--- src/rtl/sacs_pkg.sv ---
// constants and types shared by the conversion sequencer
`default_nettype none
package sacs_pkg;
  localparam int SACS_BITS = 12;
  localparam int SACS_CHANS = 16;
  localparam int SACS_CH_W = 4;
  localparam int SACS_VERN_W = 8;
  // successive-approximation preload, only the top bit set
  localparam logic [11:0] SACS_SAR_PRELOAD = 12'h800;
  localparam logic [11:0] SACS_RESULT_RESET = 12'h000;
  // vernier midscale, zero offset in offset binary
  localparam logic [7:0] SACS_VERN_RESET = 8'h80;
  // settle and bit trial times
  localparam int SACS_CLK_MHZ = 125;
  localparam int SACS_SETTLE_NS = 80;
  localparam int SACS_TRIAL_NS = 40;
  localparam int SACS_SETTLE_CYC =
    (SACS_SETTLE_NS * SACS_CLK_MHZ + 999) / 1000;
  localparam int SACS_TRIAL_CYC =
    (SACS_TRIAL_NS * SACS_CLK_MHZ + 999) / 1000;
  typedef enum logic [3:0] {
    SACS_SAMPLE = 4'b0001,
    SACS_FREEZE = 4'b0010,
    SACS_TRIAL = 4'b0100,
    SACS_XFER = 4'b1000
  } sacs_state_e;
endpackage
`default_nettype wire

--- src/rtl/sacs_if.sv ---
// front-end switch controls shared between sequencer and its decoder
`default_nettype none
interface sacs_if;
  logic hold;
  logic single_ended_select;
  logic [3:0] chan;
  logic [15:0] mux_en;
  logic auto_zero;
  modport ctrl (output hold, single_ended_select, chan,
    input mux_en, auto_zero);
  modport dec (input hold, single_ended_select, chan,
    output mux_en, auto_zero);
endinterface
`default_nettype wire

--- src/rtl/sacs_sequencer.sv ---
// conversion sequencer for a 12-bit SAR converter that auto-zeros in single-ended mode
`default_nettype none
module sacs_sequencer #(
  parameter int SETTLE_CYC = sacs_pkg::SACS_SETTLE_CYC,
  parameter int TRIAL_CYC = sacs_pkg::SACS_TRIAL_CYC
) (
  input wire logic ref_clk_in,
  input wire logic rst_n_in,
  input wire logic start_in,
  input wire logic single_ended_select_in,
  input wire logic [sacs_pkg::SACS_CH_W-1:0] chan_in,
  input wire logic comp_positive_in,
  input wire logic vern_wr_in,
  input wire logic [sacs_pkg::SACS_VERN_W-1:0] vern_data_in,
  output logic [sacs_pkg::SACS_CHANS-1:0] mux_en_out,
  output logic auto_zero_out,
  output logic sh_track_out,
  output logic preamp_to_comp_out,
  output logic [sacs_pkg::SACS_BITS-1:0] dac_code_out,
  output logic [sacs_pkg::SACS_BITS-1:0] result_out,
  output logic [sacs_pkg::SACS_VERN_W-1:0] vern_code_out,
  output logic busy_out,
  output logic done_out
);
  import sacs_pkg::*;
  sacs_state_e state_reg;
  logic [7:0] cnt_reg;
  logic [3:0] bit_reg;
  logic [11:0] sar_reg;
  logic cmp_s1_reg;
  logic cmp_s2_reg;
  logic se_reg;
  logic [3:0] chan_reg;
  logic hold;
  logic [11:0] sar_next;
  sacs_if sw ();

  // start accepted only while sampling
  function automatic logic start_taken(input sacs_state_e st,
                                       input logic req);
    start_taken = (st == SACS_SAMPLE) && req;
  endfunction

  // last cycle of a bit trial, comparator decision is due
  function automatic logic trial_end(input sacs_state_e st,
                                     input logic [7:0] cnt);
    trial_end = (st == SACS_TRIAL) && (cnt == 8'h00);
  endfunction

  // comparator arrives from analog side, two-stage synchroniser
  always_ff @(posedge ref_clk_in or negedge rst_n_in) begin
    if (!rst_n_in) begin
      cmp_s1_reg <= 1'b0;
      cmp_s2_reg <= 1'b0;
    end else begin
      cmp_s1_reg <= comp_positive_in;
      cmp_s2_reg <= cmp_s1_reg;
    end
  end

  // phase sequencing
  always_ff @(posedge ref_clk_in or negedge rst_n_in) begin
    if (!rst_n_in) begin
      state_reg <= SACS_SAMPLE;
      cnt_reg <= 8'h00;
      bit_reg <= 4'h0;
    end else begin
      case (state_reg)
        SACS_SAMPLE: begin
          if (start_in) begin
            state_reg <= SACS_FREEZE;
            cnt_reg <= 8'(SETTLE_CYC - 1);
            bit_reg <= 4'(SACS_BITS - 1);
          end
        end
        SACS_FREEZE: begin
          if (cnt_reg == 8'h00) begin
            state_reg <= SACS_TRIAL;
            cnt_reg <= 8'(TRIAL_CYC + 1);
          end else begin
            cnt_reg <= cnt_reg - 8'h01;
          end
        end
        SACS_TRIAL: begin
          if (cnt_reg != 8'h00) begin
            cnt_reg <= cnt_reg - 8'h01;
          end else if (bit_reg == 4'h0) begin
            state_reg <= SACS_XFER;
          end else begin
            bit_reg <= bit_reg - 4'h1;
            cnt_reg <= 8'(TRIAL_CYC + 1);
          end
        end
        SACS_XFER: state_reg <= SACS_SAMPLE;
        default: state_reg <= SACS_SAMPLE;
      endcase
    end
  end

  // capture mode and channel at start so hold sees stable values
  always_ff @(posedge ref_clk_in or negedge rst_n_in) begin
    if (!rst_n_in) begin
      se_reg <= 1'b1;
      chan_reg <= 4'h0;
    end else if (state_reg == SACS_SAMPLE) begin
      se_reg <= single_ended_select_in;
      chan_reg <= chan_in;
    end
  end

  // next SAR value: preload at start, decide and advance per trial
  always_comb begin
    sar_next = sar_reg;
    if (start_taken(state_reg, start_in)) begin
      sar_next = SACS_SAR_PRELOAD;
    end else if (trial_end(state_reg, cnt_reg)) begin
      // decision for current bit, then try the next lower one
      if (cmp_s2_reg) begin
        sar_next[bit_reg] = 1'b0;
      end
      if (bit_reg != 4'h0) begin
        sar_next[bit_reg - 4'h1] = 1'b1;
      end
    end
  end

  // successive-approximation register
  always_ff @(posedge ref_clk_in or negedge rst_n_in) begin
    if (!rst_n_in) begin
      sar_reg <= SACS_SAR_PRELOAD;
    end else begin
      sar_reg <= sar_next;
    end
  end

  // result buffer, offset binary as produced by the SAR
  always_ff @(posedge ref_clk_in or negedge rst_n_in) begin
    if (!rst_n_in) begin
      result_out <= SACS_RESULT_RESET;
    end else if (state_reg == SACS_XFER) begin
      result_out <= sar_reg;
    end
  end

  // vernier offset code, write-only; scale of 2.5 LSB is analog
  always_ff @(posedge ref_clk_in or negedge rst_n_in) begin
    if (!rst_n_in) begin
      vern_code_out <= SACS_VERN_RESET;
    end else if (vern_wr_in) begin
      vern_code_out <= vern_data_in;
    end
  end

  // switch decode shared through the interface
  assign hold = (state_reg != SACS_SAMPLE) && (state_reg != SACS_XFER);
  assign sw.hold = hold;
  assign sw.single_ended_select = se_reg;
  assign sw.chan = chan_reg;
  sacs_mux_decode u_dec (
    .sw(sw)
  );

  // multiplexer and auto-zero switches, registered
  always_ff @(posedge ref_clk_in or negedge rst_n_in) begin
    if (!rst_n_in) begin
      mux_en_out <= 16'h0000;
      auto_zero_out <= 1'b0;
    end else begin
      mux_en_out <= sw.mux_en;
      auto_zero_out <= sw.auto_zero;
    end
  end

  // feedback path: track in sample, preamp to comparator in hold
  always_ff @(posedge ref_clk_in or negedge rst_n_in) begin
    if (!rst_n_in) begin
      sh_track_out <= 1'b1;
      preamp_to_comp_out <= 1'b0;
    end else begin
      sh_track_out <= !hold;
      preamp_to_comp_out <= hold;
    end
  end

  // feedback DAC loads in step with the SAR, leaving two sync
  // stages and TRIAL_CYC settle cycles inside each trial interval
  always_ff @(posedge ref_clk_in or negedge rst_n_in) begin
    if (!rst_n_in) begin
      dac_code_out <= SACS_SAR_PRELOAD;
    end else begin
      dac_code_out <= sar_next;
    end
  end

  // conversion status
  always_ff @(posedge ref_clk_in or negedge rst_n_in) begin
    if (!rst_n_in) begin
      busy_out <= 1'b0;
      done_out <= 1'b0;
    end else begin
      busy_out <= hold;
      done_out <= (state_reg == SACS_XFER);
    end
  end
endmodule
`default_nettype wire

--- src/rtl/sacs_mux_decode.sv ---
// decoder from phase and channel to multiplexer and auto-zero switches
`default_nettype none
module sacs_mux_decode (
  sacs_if.dec sw
);
  import sacs_pkg::*;
  // negative leg of a pair is the odd partner of the channel
  function automatic logic [15:0] one_hot(input logic [3:0] c);
    one_hot = 16'h0001 << c;
  endfunction
  // switch selection per phase
  always_comb begin
    sw.mux_en = 16'h0000;
    sw.auto_zero = 1'b0;
    if (!sw.hold) begin
      sw.mux_en = one_hot(sw.chan);
    end else if (sw.single_ended_select) begin
      sw.auto_zero = 1'b1;
    end else begin
      sw.mux_en = one_hot(sw.chan | 4'h1);
    end
  end
endmodule
`default_nettype wire

--- config.mk ---
export PLATFORM = sky130hd
export DESIGN_NAME = sacs_sequencer
export DESIGN_NICKNAME = d
export VERILOG_FILES = /design/src/rtl/sacs_pkg.sv /design/src/rtl/sacs_if.sv /design/src/rtl/sacs_sequencer.sv /design/src/rtl/sacs_mux_decode.sv
export SDC_FILE = /design/constraint.sdc
export NUM_CORES = 1
export LEC_CHECK = 0
export BUFFER_PORTS_ARGS = -buffer_cell sky130_fd_sc_hd__buf_2
export CORE_MARGIN = 2
export CORE_UTILIZATION = 40
export DETAILED_ROUTE_END_ITERATION = 8
export GPL_TIMING_DRIVEN = 0
export HOLD_SLACK_MARGIN = 0.12
export PLACE_DENSITY = 0.68
export REMOVE_ABC_BUFFERS = 1
export SETUP_SLACK_MARGIN = 0.2
export SLEW_MARGIN = 40
export SYNTH_ARGS = -nofsm -noshare
export SYNTH_HDL_FRONTEND = slang
export SYNTH_HIERARCHICAL = 1
export SYNTH_SLANG_ARGS = --single-unit
--- constraint.sdc ---
create_clock -name ref_clk_in -period 6.7 [get_ports ref_clk_in]
set_input_delay 0.335 -clock ref_clk_in [delete_from_list [all_inputs] [get_ports ref_clk_in]]
set_output_delay 0.335 -clock ref_clk_in [all_outputs]
set_load 0.05 [all_outputs]
* Word level (Yosys, flattened, before mapping)
Index checks and enable logic that the tools add are counted.
** Cells by class
- Bitwise gates (word level) :: 3
- Shifts and indexed selects :: 2
- $lt $le $gt $ge :: 4
- $add $sub $neg :: 2
- Multiplexer cells :: 28
- Reduce and logical (&&, ||, !) cells :: 16
- Equal/unequal tests :: 12
** Operators with widths (number)
- 12-bit two-way mux :: 6
- 16-bit two-way mux :: 2
- 8-bit two-way mux :: 4
- 1-bit by 4-bit << shifter with 16-bit output, first input constant :: 2
- 4-bit two-way mux :: 7
- 8-bit case mux with 3 select lines :: 1
- 12-bit AND :: 1
- 12-bit NOT :: 1
- 12-bit bitwise OR :: 1
- 4-bit case mux with 3 select lines :: 1
- 4-bit by 5-bit < comparator with 1-bit output, second input constant :: 2
- 2-bit != test, second input constant :: 5
- 1-bit demux with 4-bit select :: 2
- 4-bit by 1-bit greater-or-equal comparator with 1-bit output, second input constant :: 2
- 8-bit logical NOT :: 1
- 4-bit case mux with 2 select lines :: 1
- 4-bit AND reduction :: 2
- 8-bit nonzero test :: 1
- 8-bit by 1-bit subtractor with 8-bit output, second input constant :: 1
- 1-bit logical AND :: 5
- 4-bit by 1-bit == test with 1-bit output, second input constant :: 1
- 4-bit by 2-bit == test with 1-bit output, second input constant :: 1
- 4-bit by 3-bit == test with 1-bit output, second input constant :: 1
- 4-bit == test, second input constant :: 1
- other kinds (11) :: 15
** Storage, ports and cells
- Output and inout bits :: 53
- Word-level logic and storage cells :: 82
- Flip-flop bits (word level) :: 75
- Input bits :: 18

* Depth between registers and ports, before layout
- Depth after elaboration :: 13
- Depth in mapped cells :: 9
- Gate-level depth less buffers :: 6

* Cells and area by module
Netlist, hierarchy kept.
** By module, submodules not included
- sacs_sequencer :: cells an instance 273, area each 3248.1 sq um, instances 1, seq. area each 1883.1 sq um
- sacs_mux_decode :: cells an instance 27, area each 227.7 sq um, instances 1, seq. area each 0.0 sq um

* Worst setup path after synthesis
Ideal clock, no wire load.
- Kind :: reg-to-reg
- From :: register state_reg[0]
- To :: register mux_en_out[13] in the netlist's numbering
- Data arrival time :: 2.208 ns
- Setup time :: 0.095 ns
- Period minus slack after synthesis :: 2.303 ns
- Cell stages (with the launch flop) :: 9
- Buffers on the path :: 3
- Required time :: 6.605 ns
- Slack :: 4.397 ns
- Path through :: dfstp_2 clkbuf_1 nor4_1 buf_2 nand2b_1 inv_1 and2_4 buf_6 nor4b_2
** Between the ends
- Longest elaborated chain between the ends :: 3
- Elaborated cells on any way between the ends :: 4
- Those cells by class :: 2 x eq/ne; 1 x mux; 1 x reduce/logical
** Ends and longest elaborated chain
- start, declared :: RTL line sacs_sequencer.sv:26 : sacs_state_e state_reg;
- start signal, assigned :: RTL line sacs_sequencer.sv:64 : state_reg <= SACS_SAMPLE;
- start signal, assigned :: RTL line sacs_sequencer.sv:71 : state_reg <= SACS_FREEZE;
- start signal, assigned :: RTL line sacs_sequencer.sv:78 : state_reg <= SACS_TRIAL;
- 4-bit by 1-bit != test with 1-bit output or 4-bit != test (tied branches) :: RTL line sacs_sequencer.sv:155 : assign hold = (state_reg != SACS_SAMPLE) && (state_reg != SACS_XFER);
- 1-bit logical AND (*) :: RTL line sacs_sequencer.sv:155
- via hold :: RTL line sacs_sequencer.sv:34 : logic hold;
- 16-bit two-way mux (*) :: RTL line sacs_mux_decode.sv:15 : if (!sw.hold) begin
- via sw.mux_en[13] :: RTL line sacs_if.sv:7 : logic [15:0] mux_en;
- end signal, assigned :: RTL line sacs_sequencer.sv:169 : mux_en_out <= sw.mux_en;
- end, declared :: RTL line sacs_sequencer.sv:15 : output logic [sacs_pkg::SACS_CHANS-1:0] mux_en_out,
The timed path passes the listed nets; every way through them passes the cells marked *.
A chain may end at the register's enable or synchronous reset.

* Worst setup path in the final report
- From :: register bit_reg[0]
- To :: register cnt_reg[0]
** Between the ends
- Longest elaborated chain between the ends :: 3
** Ends and longest elaborated chain
- start, declared :: RTL line sacs_sequencer.sv:28 : logic [3:0] bit_reg;
- start signal, assigned :: RTL line sacs_sequencer.sv:73 : bit_reg <= 4'(SACS_BITS - 1);
- start signal, assigned :: RTL line sacs_sequencer.sv:90 : bit_reg <= bit_reg - 4'h1;
- 4-bit logical NOT :: RTL line sacs_sequencer.sv:87 : end else if (bit_reg == 4'h0) begin
- 3-bit != test (no source line)
- 3-bit AND reduction (no source line)
- end signal, assigned :: RTL line sacs_sequencer.sv:81 : cnt_reg <= cnt_reg - 8'h01;
- end signal, assigned :: RTL line sacs_sequencer.sv:86 : cnt_reg <= cnt_reg - 8'h01;
- end signal, assigned :: RTL line sacs_sequencer.sv:91 : cnt_reg <= 8'(TRIAL_CYC + 1);
- end, declared :: RTL line sacs_sequencer.sv:27 : logic [7:0] cnt_reg;
No other way between the ends.

==> summary.txt <==
Power
  • Clock power share: 0.245
  • Internal power: 866.4 uW
  • Combinational share of power: 0.348
  • Pleak: 0.001950 uW
  • PwrDens: 356.3 nW/um^2
  • Net Sw Power: 616.5 uW
  • Switching share of total power: 0.4158
  • Max VDD drop: 121.9 uV
  • Flop pwr share: 0.407

Worst setup path
  • Crit Path Class: flop to flop
  • CP Launch Type: flop
  • Worst path cell trace: inv_1 -> ha_1 -> or3b_1 -> nor4_4 -> nor2_2 -> mux2_4
  • Crit-path slowest cell: or3b_1
  • FF-to-FF setup slack: 4.05 ns
  • Reg2reg end: cnt_reg[0]
  • WP data arrival: 2.89 ns
  • Buffers & Inverters on Critical Path: 1
  • Max Fanout on Critical Path: 10
  • CP delay by family, top: simple AND/OR/NAND/NOR gates
  • R2R Path Start: bit_reg[0]
  • Req. time, crit path: 6.94 ns
  • R2R depth: 6
  • Max stage delay on crit path: 0.56 ns
  • Worst setup EP type: flop

Floorplan
  • # IOs: 71
  • Rows: 34
  • Die height: 97.22 um
  • Total Die Area: 9451 um^2
  • Initial Util: 0.4065
  • Total core area: 8551 um^2
  • Die width: 97.22 um

Clock network
  • Root Buffer Master: clkbuf_8
  • CTS Buffer Depth: 2
  • TritonCTS Buffers: 9
  • Post-CTS Resized: 0
  • CTS hold repair buffers: 2
  • Clock-pin slew on the worst setup and hold paths: 0.09 ns
  • Htree depth: 3
  • Clock latency on the worst-skew pair: 0.35 ns
  • Post-CTS Setup Bufs: 0
  • Clock sinks: 75
  • CTS tree: done

Detailed routing
  • Total Wirelength: 6887 um
  • Routed vias: 2486
  • Avg WL per Cell: 14.32 um
  • ANT nets after route: 0
  • Vias per cell: 5.168
  • Drt first-iter violations: 118
  • Remaining DRCs: 0
  • DRT Pass-1 Iters: 5

Finish
  • Max reg flops: 16
  • Fin util: 0.4867
  • NumNets Final: 392
  • Design area: 4161 um^2
  • Fraction of layout cells with a size suffix above 1: 0.3673
  • Most flop-heavy register: mux_en_out
  • Largest regs: mux_en_out x16, dac_code_out x12, result_out x12
  • Diodes inserted: 0
  • Area growth from synthesis to layout: 19.73%

Timing
  • Max Clk Rate: 0.3771 GHz
  • Final period utilization: 0.3958
  • Fin crit period: 2.652 ns
  • Final Hold Viols: 0
  • Endpoints failing setup: 0
  • Worst setup margin: 4.048 ns
  • Slew headroom: 0.4272
  • Slew Limit Fails: 0
  • RSZ-0062 raised after global routing: no
  • Final TNS setup: 0 ns
  • Fin Clk Skew: 0.01287 ns
  • Worst Max-Slew Pin Slew: 0.8521 ns

Yosys
  • Async set or reset register ratio after synthesis: 1.000
  • Synth cell count leaders: 70 x dfrtp_1, 33 x nand2_1, 18 x mux2_2, 13 x o21ai_0, 10 x nor2_1
  • Prevailing post-synth register cell: dfrtp_1
  • Largest family of logic cells by synthesized area: simple AND/OR/NAND/NOR gates
  • Fraction of synthesized area in multiplexers: 0.08387
  • Seq/Total Area, Yosys: 0.5418
  • Compound-cell area share of the yosys netlist: 0.1019
  • Post-synthesis simple-gate area fraction: 0.2084
  • Count leader, synth: dfrtp_1
  • Synth top area share: 0.5040
  • Post-synthesis area per instance: 11.59 um^2
  • Distinct cells, synth: 59
  • Post-Synth XOR/XNOR Area: 0.007559
  • Synth area leaders: dfrtp_1 50%, mux2_2 5.8%, dfstp_2 3.8%
  • Mapped Cells: 300
  • Synthesized cell area: 3476 um^2
  • Adder-cell area share of the yosys netlist: 0.02160
  • Post-synth EDFFs: 0
  • Warnings, synthesis: 6
  • FF+latch count, synth: 75
  • Post-synth top area cell: dfrtp_1

GRT
  • Largest net degree at the start of global routing: 53
  • Global Route Usage Sum: 0.1539
  • Number of global-route vias before repair: 2503
  • First-pass GRT wire length: 12010 um
  • GR Overflow Total: 0
  • Initial antenna violation count: 0

Placed design
  • HPWL after DPL: 4924 um
  • I/O Buffers: 70
  • GPL Wtd Cong: 0.8445
  • DP Area: 3924 um^2
  • Place WS: 4.072 ns

Min path
  • Hold EP: se_reg
  • Hold_sp: single_ended_select_in
  • Worst hold path class: input port to flop
  • Worst Hold Path Cells: 3

Job
  • Max Cap Viol: 0

Run status
  • Outcome: finished, final reports clean
==> cell type report <==
type,instances,area (um^2)
Multi-Input combinational cell,198,1489
Tap cell,108,135.1
Timing Repair Buffer,75,414.1
Clock inverter,7,82.58
Inverter,9,33.78
Sequential cell,75,1883
Clock buffer,9,123.9
Fill cell,766,4389
==> through the flow <==
step	hold WS, ns	total power [uW]	cells
detailed placement	0.2092	1129	463
global placement	0.3316	1113	460
finish	0.1828	1483	481
global route	0.1881	1569	481
CTS	0.1724	1496	481
floorplan	0.03941	999.1	282
==> per-layer routing <==
layer | routed length [um] | up-vias | GRT usage
li1 | - | 1219 | -
met4 | 64 | 0 | 0.06197
met5 | 0 | - | 0
met3 | 397 | 8 | 0.03309
met1 | 3226 | 1193 | 0.2100
met2 | 3199 | 66 | 0.2409
==> power by group through the flow <==
stage / combinational, uW / clock (uW) / sequential [uW]
final: 516 / 364 / 603
after global routing: 561 / 391 / 617
after CTS: 519 / 375 / 602
after detailed placement: 517 / 0 / 611
after global placement: 507 / 0 / 606
after floorplan: 270 / 0 / 729
==> tightest hold or removal path, cell delays in order <==
cell	delay, ns
buf_2	0.10
nand2_1	0.05
nand2_1	0.04
==> worst max path at each step <==
stage / from / end / cells past startpoint
final: bit_reg[0] / cnt_reg[0] / 6
after global routing: bit_reg[0] / cnt_reg[0] / 6
after CTS: bit_reg[0] / cnt_reg[0] / 6
after detailed placement: bit_reg[0] / cnt_reg[0] / 6
after global placement: state_reg[3] / mux_en_out[15] / 6
after floorplan: state_reg[1] / mux_en_out[13] / 5
==> placed cells by master, fill, tap and decap left out, types with 5 or more instances in the layout <==
master    instances
buf_2            71
clkbuf_8          9
dfrtp_1          70
dfstp_2           5
ha_1              6
inv_1             9
mux2_2           18
nand2_1          33
nand2b_1          8
nand3_1           9
nor2_1           10
nor3_1            9
nor4_2            7
nor4b_2           6
o211ai_1          9
o21ai_0          13
==> logic make-up (layout without fill, tap and decap cells) <==
family / after synthesis / after routing
compound gates: 48 / 48
xor+xnor: 3 / 3
flops: 75 / 75
simple gates: 115 / 115
mux: 26 / 26
buf+inv: 27 / 100
fa+ha+maj: 6 / 6
No activity file was read; power rests on OpenSTA's default activity.
